[src/rtl/mem_clock_defs.vh]
`ifndef MEM_CLOCK_DEFS_VH
`define MEM_CLOCK_DEFS_VH
// register byte addresses (word aligned)
`define ADDR_DIVIDER 4'h0
`define ADDR_OPTIONS 4'h4
`define ADDR_KEY_CTRL 4'h8
`define ADDR_KEY_DATA 4'hc
// divider register fields
`define DIV_LOADED_BIT 7
`define DIV_PRESCALE_BIT 6
`define DIV_RATIO_HI 5
// options register fields
`define OPT_KEY_EN_BIT 7
`define OPT_NORED_BIT 6
`define OPT_USED_MASK 8'hc3
`define SEC_UNSECURED 2'h2
// key control bit and key length
`define KEY_ACC_BIT 0
`define KEY_BYTES 4'h8
// last prescale count (prescale ratio of eight)
`define PRESCALE_LAST 3'h7
// longest timing pulse in ns, and the 100 MHz clock period in ns
`define PULSE_MAX_NS 6700
`define CLK_PERIOD_NS 10
`define PULSE_MAX_CYC (`PULSE_MAX_NS / `CLK_PERIOD_NS)
`endif

[src/rtl/mem_clock_security.v]
//Contract
//- loaded flag sets on first divider write
//- ratio bits writable once after reset
//- program and erase refused until loaded
//- bit 6 prescales input by eight
//- divide by ratio field plus one
//- timing pulse is one memory clock
//- option byte copied into options at reset
//- options unused bits zero, writes ignored
//- key enable gates backdoor unlock
//- debug key writes never unlock
//- bit 6 disables vector redirection
//- only code 1:0 means unsecured
//- secured blocks unsecured memory accesses
//- key match or blank check unsecures
//- blocked writes ignored, reads zero
//
// Design decisions made here: the Avalon-MM register port and the address map.
`include "mem_clock_defs.vh"
module mem_clock_security (
   input wire ref_clk_in,
   input wire rst_n_in,
   // avalon-mm slave
   input wire [3:0] avs_address_in,
   input wire avs_read_in,
   input wire avs_write_in,
   input wire [31:0] avs_writedata_in,
   input wire [3:0] avs_byteenable_in,
   input wire avs_debug_in,
   output reg [31:0] avs_readdata_out,
   output wire avs_waitrequest_out,
   // nonvolatile contents
   input wire [7:0] stored_option_byte_in,
   input wire [63:0] stored_unlock_key_in,
   // program/erase sequencer side
   input wire op_request_in,
   input wire blank_check_pass_in,
   output wire op_enable_out,
   output wire op_refused_out,
   output wire mem_clock_tick_out,
   // security gate for memory accesses
   input wire mem_access_in,
   input wire mem_source_secure_in,
   input wire mem_write_in,
   input wire [7:0] mem_rdata_in,
   output wire mem_write_allow_out,
   output wire [7:0] mem_rdata_out,
   output wire secured_out,
   output wire redirect_enable_out,
   output wire backdoor_enable_out
);
   reg loaded_q;
   reg prescale_q;
   reg [5:0] ratio_q;
   reg [7:0] options_q;
   reg key_acc_q;
   reg [3:0] key_idx_q;
   reg key_ok_q;
   reg unsecured_q;
   reg ack_q;
   reg [31:0] rdata_d;
   wire access;
   wire wr;
   wire [1:0] sec_code;

   // one wait state: every access is answered on its second cycle
   assign access = (avs_read_in | avs_write_in) & ~ack_q;
   assign avs_waitrequest_out = access;
   // writes commit only at the edge where waitrequest is seen low
   assign wr = avs_write_in & ack_q & avs_byteenable_in[0];

   always @(posedge ref_clk_in) begin
      if (!rst_n_in) begin
         ack_q <= 1'b0;
      end else begin
         ack_q <= access;
      end
   end

   // divider register: single accepted write held until reset
   always @(posedge ref_clk_in) begin
      if (!rst_n_in) begin
         loaded_q <= 1'b0;
         prescale_q <= 1'b0;
         ratio_q <= 6'h00;
      end else if (wr && avs_address_in == `ADDR_DIVIDER && !loaded_q) begin
         loaded_q <= 1'b1;
         prescale_q <= avs_writedata_in[`DIV_PRESCALE_BIT];
         ratio_q <= avs_writedata_in[`DIV_RATIO_HI:0];
      end
   end

   // option byte copied while reset is held, so it is valid at release
   always @(posedge ref_clk_in) begin
      if (!rst_n_in) begin
         options_q <= stored_option_byte_in & `OPT_USED_MASK;
      end
   end

   // key control; debug-sourced writes can set key mode too, but their key bytes never unlock
   always @(posedge ref_clk_in) begin
      if (!rst_n_in) begin
         key_acc_q <= 1'b0;
      end else if (wr && avs_address_in == `ADDR_KEY_CTRL) begin
         key_acc_q <= avs_writedata_in[`KEY_ACC_BIT];
      end
   end

   // per-byte key comparison, one lane per stored key byte
   wire [7:0] byte_hit;
   genvar g;
   generate
      for (g = 0; g < 8; g = g + 1) begin : key_lane
         assign byte_hit[g] = (avs_writedata_in[7:0] == stored_unlock_key_in[g*8 +: 8]);
      end
   endgenerate

   // key bytes compared in order against the stored key
   always @(posedge ref_clk_in) begin
      if (!rst_n_in) begin
         key_idx_q <= 4'h0;
         key_ok_q <= 1'b1;
         unsecured_q <= 1'b0;
      end else begin
         if (wr && avs_address_in == `ADDR_KEY_DATA && key_acc_q
             && key_idx_q != `KEY_BYTES) begin
            key_idx_q <= key_idx_q + 4'h1;
            if (avs_debug_in
                || !byte_hit[key_idx_q[2:0]]) begin
               key_ok_q <= 1'b0;
            end
         end
         // comparison fires when key access is cleared
         if (wr && avs_address_in == `ADDR_KEY_CTRL && key_acc_q
             && !avs_writedata_in[`KEY_ACC_BIT]) begin
            key_idx_q <= 4'h0;
            key_ok_q <= 1'b1;
            if (options_q[`OPT_KEY_EN_BIT] && key_ok_q && !avs_debug_in
                && key_idx_q == `KEY_BYTES) begin
               unsecured_q <= 1'b1;
            end
         end
         if (blank_check_pass_in) begin
            unsecured_q <= 1'b1;
         end
      end
   end

   // working security code forced to 1:0 once unlocked
   assign sec_code = unsecured_q ? `SEC_UNSECURED : options_q[1:0];
   assign secured_out = (sec_code != `SEC_UNSECURED);
   assign redirect_enable_out = ~options_q[`OPT_NORED_BIT];
   assign backdoor_enable_out = options_q[`OPT_KEY_EN_BIT];

   // secure gate: blocked writes dropped, blocked reads zero
   wire blocked = secured_out & mem_access_in & ~mem_source_secure_in;
   assign mem_write_allow_out = mem_access_in & mem_write_in & ~blocked;
   assign mem_rdata_out = blocked ? 8'h00 : mem_rdata_in;

   // program/erase only after the divider is loaded
   assign op_enable_out = loaded_q;
   assign op_refused_out = op_request_in & ~loaded_q;

   // tick is one memory clock period, the unit of every timing pulse
   mem_clock_gen u_gen (
      .ref_clk_in(ref_clk_in),
      .rst_n_in(rst_n_in),
      .run_in(loaded_q),
      .prescale_in(prescale_q),
      .ratio_in(ratio_q),
      .tick_out(mem_clock_tick_out)
   );

   // read mux
   always @* begin
      rdata_d = 32'h00000000;
      case (avs_address_in)
         `ADDR_DIVIDER: rdata_d = {24'h000000, loaded_q, prescale_q, ratio_q};
         `ADDR_OPTIONS: rdata_d = {24'h000000, options_q[7:2], sec_code};
         `ADDR_KEY_CTRL: rdata_d = {31'h00000000, key_acc_q};
         default: rdata_d = 32'h00000000;
      endcase
   end

   always @(posedge ref_clk_in) begin
      if (!rst_n_in) begin
         avs_readdata_out <= 32'h00000000;
      end else if (avs_read_in && !ack_q) begin
         avs_readdata_out <= rdata_d;
      end
   end
endmodule // mem_clock_security

[src/rtl/mem_clock_gen.v]
`include "mem_clock_defs.vh"
// divides the bus clock into the memory timing tick
module mem_clock_gen (
   input wire ref_clk_in,
   input wire rst_n_in,
   input wire run_in,
   input wire prescale_in,
   input wire [5:0] ratio_in,
   output reg tick_out
);
   reg [2:0] pre_q;
   reg [5:0] cnt_q;
   wire step;

   // step is every bus clock, or every eighth one when prescaled
   assign step = ~prescale_in | (pre_q == `PRESCALE_LAST);

   // prescale counter, free running once enabled
   always @(posedge ref_clk_in) begin
      if (!rst_n_in || !run_in) begin
         pre_q <= 3'h0;
      end else begin
         pre_q <= pre_q + 3'h1;
      end
   end

   // ratio counter: one tick per ratio+1 steps
   always @(posedge ref_clk_in) begin
      if (!rst_n_in || !run_in) begin
         cnt_q <= 6'h00;
         tick_out <= 1'b0;
      end else begin
         tick_out <= 1'b0;
         if (step) begin
            if (cnt_q == ratio_in) begin
               cnt_q <= 6'h00;
               tick_out <= 1'b1;
            end else begin
               cnt_q <= cnt_q + 6'h01;
            end
         end
      end
   end
endmodule // mem_clock_gen

[config.mk]
export PLATFORM = sky130hd
export DESIGN_NAME = mem_clock_security
export DESIGN_NICKNAME = d
export VERILOG_FILES = /design/src/rtl/mem_clock_security.v /design/src/rtl/mem_clock_gen.v
export VERILOG_INCLUDE_DIRS = /design/src /design/src/rtl
export SDC_FILE = /design/constraint.sdc
export NUM_CORES = 1
export LEC_CHECK = 0
export BUFFER_PORTS_ARGS = -buffer_cell sky130_fd_sc_hd__buf_2
export CAP_MARGIN = 20
export CORE_UTILIZATION = 46
export DETAILED_ROUTE_END_ITERATION = 10
export GPL_ROUTABILITY_DRIVEN = 0
export HOLD_SLACK_MARGIN = 0.05
export PLACE_DENSITY = 0.91
export SYNTH_ARGS = -nofsm -noshare
export SYNTH_HDL_FRONTEND = slang
export SYNTH_SLANG_ARGS = --single-unit
export TNS_END_PERCENT = 50
[constraint.sdc]
create_clock -name ref_clk_in -period 5.4 [get_ports ref_clk_in]
set_input_delay 0.54 -clock ref_clk_in [delete_from_list [all_inputs] [get_ports ref_clk_in]]
set_output_delay 0.54 -clock ref_clk_in [all_outputs]
set_load 0.005 [all_outputs]
==> flow_summary.yaml, run 1 <==
run_status:
  status: "finished clean"
grt:
  grt_pass1_vias: 2380
  grt_start_max_net_pins: 24
  grt_pass1_wl_um: 10600
  antenna_found_initial: 0
  track_usage: 0.218
  overflow: 0
clock_tree:
  cts-resized-gates: 0
  cts.clk_slew.worst_paths_ns: 0.08
  numCtsBuffers: 5
  cts-root-buf: "clkbuf_8"
  cts_tree: "done"
  cts.hold.buffers_added: 0
  ctsLongestPathBuffers: 2
  post_cts_buffers: 0
  clock_latency_ns: 0.29
  htreeDepth: 2
  cts.sink_count: 38
die:
  ios: 178
  num_rows: 27
  core_region_area_um2: 5570
  die_w_um: 78.7
  die_h_um: 78.7
  dieArea_um2: 6190
  start_util: 0.485
logic_synthesis:
  ys_top_cells_by_area: "dfxtp_1 25%, xnor2_1 15%, xor2_1 9.7%"
  yosysWarnings: 0
  synth_cell_types: 43
  ys_ff_latch: 38
  ys_seq_area_frac: 0.296
  synthCells: 314
  synth_top_cell_by_area: "dfxtp_1"
  synth_top_area_frac: 0.252
  synthesis.area_um2: 2710
  syn_avg_cell_area_um2: 8.61
place:
  port_buffers: 122
  pre_cts_slack_ns: 3.03
  hpwl_um: 5700
  dpl-instance-area_um2: 3240
  dp_cells: 489
layout:
  final_cells: 497
  diodes: 0
  final_cell_mix: "122 x buf_2, 47 x xnor2_1, 38 x nor2_1"
  mostFrequentLayoutCell: "buf_2"
  fin_area_um2: 3330
  fin_nets: 559
  fillers: 509
  drive_above_1_share: 0.322
  multiInputGateArea_um2: 1710
  ff_latch_area_um2: 801
  utilization: 0.597
  area_growth_pct: 23.0
sta:
  drv_slew: 0
  final_hold_viol_count: 0
  fin_ws_ns: 3.22
  min_period_ns: 2.18
  tightest_slew_ns: 0.759
  setup_viol: 0
  relSlewSlack: 0.493
  final.setup.tns_ns: 0
  skew_ns: 0.0132
  max_freq_ghz: 0.459
  holdWs_ns: 0.422
  rsz0062_at_grt: "no"
  fin_crit_sh: 0.403
worst_setup_path:
  reg2reg_depth: 7
  worst_path_largest_cell_delay_ns: 0.51
  cpLargestDelayFamily: "simple AND/OR/NAND/NOR gates"
  cp_num_buf_inv: 1
  critPathKind: "reg2reg"
  slowest_stage: "dfxtp_1"
  crit_cells: 7
  rr_startpoint: "key_idx_q[0]$_SDFFE_PP0P_"
  arrival_ns: 2.34
  end_kind: "register"
  startpoint_type: "register"
  critPathRequiredTime_ns: 5.57
  crit_fanout: 9
  cp-startpoint: "key_idx_q[0]$_SDFFE_PP0P_"
  crit_chain: "inv_1, ha_1, nand3b_1, or4b_4, a311o_1, nor4_2, a21oi_1"
worst_hold_path:
  hold_path_depth: 1
  hp-start: "stored_option_byte_in[0]"
  min_path_type: "in2reg"
drt:
  antenna_left: 0
  viasPerCell: 4.99
  drt_iter0_markers: 131
  drc: 0
  wl_per_cell_um: 14.0
  vias: 2480
  wl_um: 6940
  dr.pass1.iters: 5
power_and_ir_drop:
  ir_worst_vdd_v: 0.000146
  p_total_mw: 0.626
  leakagePower_nw: 1.49
  powerDensity_nw_per_um2: 188
job:
  maxCapViolCount: 0
==> final timing paths <==
path	endpoint	slack [ns]
max reg2reg	key_ok_q$_SDFFE_PP1P_	3.22
min reg2reg	u_gen.pre_q[0]$_SDFF_PP0_	0.43
max	key_ok_q$_SDFFE_PP1P_	3.22
min	options_q[0]$_DFFE_PN_	0.42
==> sequential cells by signal, summed over array words and instances, names as in the netlist <==
signal / flops
avs_readdata_out: 8
ratio_q: 6
u_gen.cnt_q: 6
key_idx_q: 4
options_q: 4
u_gen.pre_q: 3
ack_q: 1
key_acc_q: 1
key_ok_q: 1
op_enable_out: 1
prescale_q: 1
u_gen.tick_out: 1
unsecured_q: 1
==> Yosys cell counts, drive strengths merged <==
master,instances
nand4,8
o41ai,1
and3,2
or2,1
o32ai,1
xnor2,47
buf,27
a32oi,1
dfxtp,34
nor3,10
nor4,9
or4,2
a22oi,4
nor2,38
o22ai,1
mux2i,12
o21ai,1
a21oi,7
nor4b,1
inv,6
or3b,1
nor2b,9
a311o,1
a2111oi,1
a41o,1
nand2,10
or4b,1
nand2b,2
and3b,1
nand3b,1
ha,5
clkbuf,15
a221o,1
or3,5
xor2,30
conb,1
edfxtp,4
or2b,1
nand3,11
==> metal layers <==
layer / global-route usage / up-vias / wire length (um)
met1: 0.252 / 1153 / 2860
li1: - / 1228 / -
met4: 0.0926 / 0 / 145
met2: 0.385 / 82 / 3580
met3: 0.0430 / 17 / 354
met5: 0 / - / 0
==> area by class of cell <==
type / count / share of cell area
inverter: 6 / 0.00677
clock buffer: 8 / 0.0271
sequential: 38 / 0.241
tap: 72 / 0.0271
multi-input combinational: 251 / 0.515
timing repair buffer: 122 / 0.184
==> worst register-to-register path, stage by stage (launching register included) <==
cell	delay, ns
dfxtp_1	0.51
inv_1	0.12
ha_1	0.21
nand3b_1	0.11
or4b_4	0.48
a311o_1	0.36
nor4_2	0.17
a21oi_1	0.10
==> kinds of logic (layout without fill, tap and decap cells) <==
family | after synthesis | after routing | share of synthesized area
and+or+nand+nor | 113 | 113 | 0.228
xor gates and xnor gates | 77 | 77 | 0.249
buffers and inverters | 48 | 136 | 0.103
DFF | 38 | 38 | 0.296
AOI/OAI and AO/OA | 20 | 20 | 0.0555
muxes | 12 | 12 | 0.0444
adders and majority gates | 5 | 5 | 0.0231
other | 1 | 24 | 0.00139
==> where the power goes <==
group	switching [mW]	leakage, nW	internal (mW)
registers	0.00302	0.314	0.289
clock network	0.0928	0.0455	0.104
logic	0.0694	1.13	0.0672
total	0.165	1.49	0.461
(Power assumes the default switching activity.)
==> inputs of run 2 (changes only) <==
- CORE_UTILIZATION: 46 -> 43
- PLACE_DENSITY: 0.91 -> 0.86
- clock period: 5.4 -> 2.2 ns (I/O delays scaled with it)
==> run 2 against run 1 <==
Design area is 1.1% higher. Sequential cell count stayed put. Non-clock buffer count is 4 higher. Sequential share of layout area is 0.21 points lower. Setup slack worse by 3.1 ns. Maximum frequency is 7.2% higher. Critical path type unchanged. Highest routed layer unchanged.
==> flow_summary.yaml, run 2 (same netlist as run 1, synthesis figures left out) <==
sta:
  final_hold_viol_count: 0
  relSlewSlack: 0.636
  skew_ns: 0.00323
  tightest_slew_ns: 0.546
  final.setup.tns_ns: 0
  holdWs_ns: 0.110
  drv_slew: 0
  fin_crit_sh: 0.923
  setup_viol: 0
  rsz0062_at_grt: "no"
  max_freq_ghz: 0.492
  min_period_ns: 2.03
grt:
  track_usage: 0.203
  overflow: 0
  met2_usage: 0.353
  grt_pass1_vias: 2328
  use_met3: 0.0449
  grt_pass1_wl_um: 10400
  met1_usage: 0.245
  grt_start_max_net_pins: 14
  busiest_layer: "met2"
  antenna_found_initial: 0
power_and_ir_drop:
  powerDensity_nw_per_um2: 458
  p_total_mw: 1.54
  leakagePower_nw: 1.51
  ir_worst_vdd_v: 0.000433
worst_setup_path:
  crit_fanout: 6
  crit_chain: "inv_1, ha_1, nand3b_1, or4b_4, a311o_1, nor4_2, a21oi_1"
  slowest_stage: "or4b_4"
  critPathRequiredTime_ns: 2.36
  worst_path_largest_cell_delay_ns: 0.49
  arrival_ns: 2.19
  critPathKind: "reg2reg"
  end_kind: "register"
  startpoint_type: "register"
die:
  ios: 178
  start_util: 0.452
  dieArea_um2: 6610
  die_w_um: 81.3
  die_h_um: 81.3
  core_region_area_um2: 5990
  num_rows: 28
clock_tree:
  cts.clk_slew.worst_paths_ns: 0.07
  cts.hold.buffers_added: 0
  clock_latency_ns: 0.28
  htreeDepth: 2
  ctsLongestPathBuffers: 2
  numCtsBuffers: 5
  cts.sink_count: 38
  cts_tree: "done"
  cts-root-buf: "clkbuf_8"
layout:
  reg_top3: "avs_readdata_out (8), ratio_q (6), u_gen.cnt_q (6)"
  drive_above_1_share: 0.331
  mostFrequentLayoutCell: "buf_2"
  largest_reg_flops: 8
  fin_nets: 563
  diodes: 0
  largest-register: "avs_readdata_out"
  final_cell_mix: "122 x buf_2, 47 x xnor2_1, 38 x nor2_1"
  area_growth_pct: 24.3
drt:
  dr.pass1.iters: 4
  wl_per_cell_um: 13.9
  wl_um: 6990
  antenna_left: 0
  vias: 2523
  drt_iter0_markers: 137
  viasPerCell: 5.01
  drc: 0
place:
  port_buffers: 122
  hpwl_um: 5690
run_status:
  status: "finished clean"
worst_hold_path:
  min_path_type: "in2reg"
job:
  maxCapViolCount: 0
## run 2: worst max-delay path, delay by kind of cell, from the launching register on
kind	cells	cell delay, ns
flip-flops	1	0.38
adder cells (fa/ha/maj)	1	0.20
AO/OA/AOI/OAI	2	0.47
AND/OR/NAND/NOR	3	0.77
buffers and inverters	1	0.10
## run 2: area by class of cell
cell class / count / area [um^2]
flip-flops and latches: 38 / 802
well taps: 75 / 93.8
inverters: 6 / 22.5
clock buffers: 8 / 90.1
repair buffers: 126 / 641
fillers: 519 / 2630
multi-input cells: 251 / 1710
## run 2: metrics by stage
stage | setup slack [ns] | cells | area (um^2) | utilization
detailed placement | 0.163 | 496 | 3270 | 0.546
floorplan | 0.168 | 337 | 2790 | -
CTS | 0.0969 | 504 | 3360 | 0.561
global route | 0.0719 | 504 | 3360 | 0.561
global placement | 0.233 | 496 | 3270 | 0.546
finish | 0.169 | 504 | 3360 | 0.561
## run 2: power breakdown
| group | total (mW) | internal [mW] | switching, mW |
|---|---|---|---|
| Combinational | 0.336 | 0.167 | 0.169 |
| Sequential | 0.718 | 0.710 | 0.00811 |
| Clock | 0.484 | 0.255 | 0.229 |
| Total | 1.54 | 1.13 | 0.406 |
## run 2: worst paths after layout
| kind | slack (ns) | to | start | depth (start not counted) |
|---|---|---|---|---|
| worst max-delay path | 0.17 | key_ok_q$_SDFFE_PP1P_ | key_idx_q[1]$_SDFFE_PP0P_ | 7 |
| worst min register to register | 0.44 | u_gen.pre_q[0]$_SDFF_PP0_ | u_gen.pre_q[0]$_SDFF_PP0_ | 1 |
| worst max register to register | 0.17 | key_ok_q$_SDFFE_PP1P_ | key_idx_q[1]$_SDFFE_PP0P_ | 7 |
| worst min-delay path | 0.11 | options_q[0]$_DFFE_PN_ | stored_option_byte_in[0] | 1 |
## run 2: metal layers
layer / vias to the layer above / routed length (um)
li1: 1235 / -
met1: 1194 / 2690
met2: 86 / 3820
met3: 8 / 421
met4: 0 / 55
met5: - / 0
## run 2: repair_timing
| action | in CTS | in global routing |
|---|---|---|
| hold endpoints to repair | 0 | 0 |
| setup buffers | 0 | 0 |
| resized for setup | 0 | 1 |
| setup endpoints to repair | 0 | 1 |
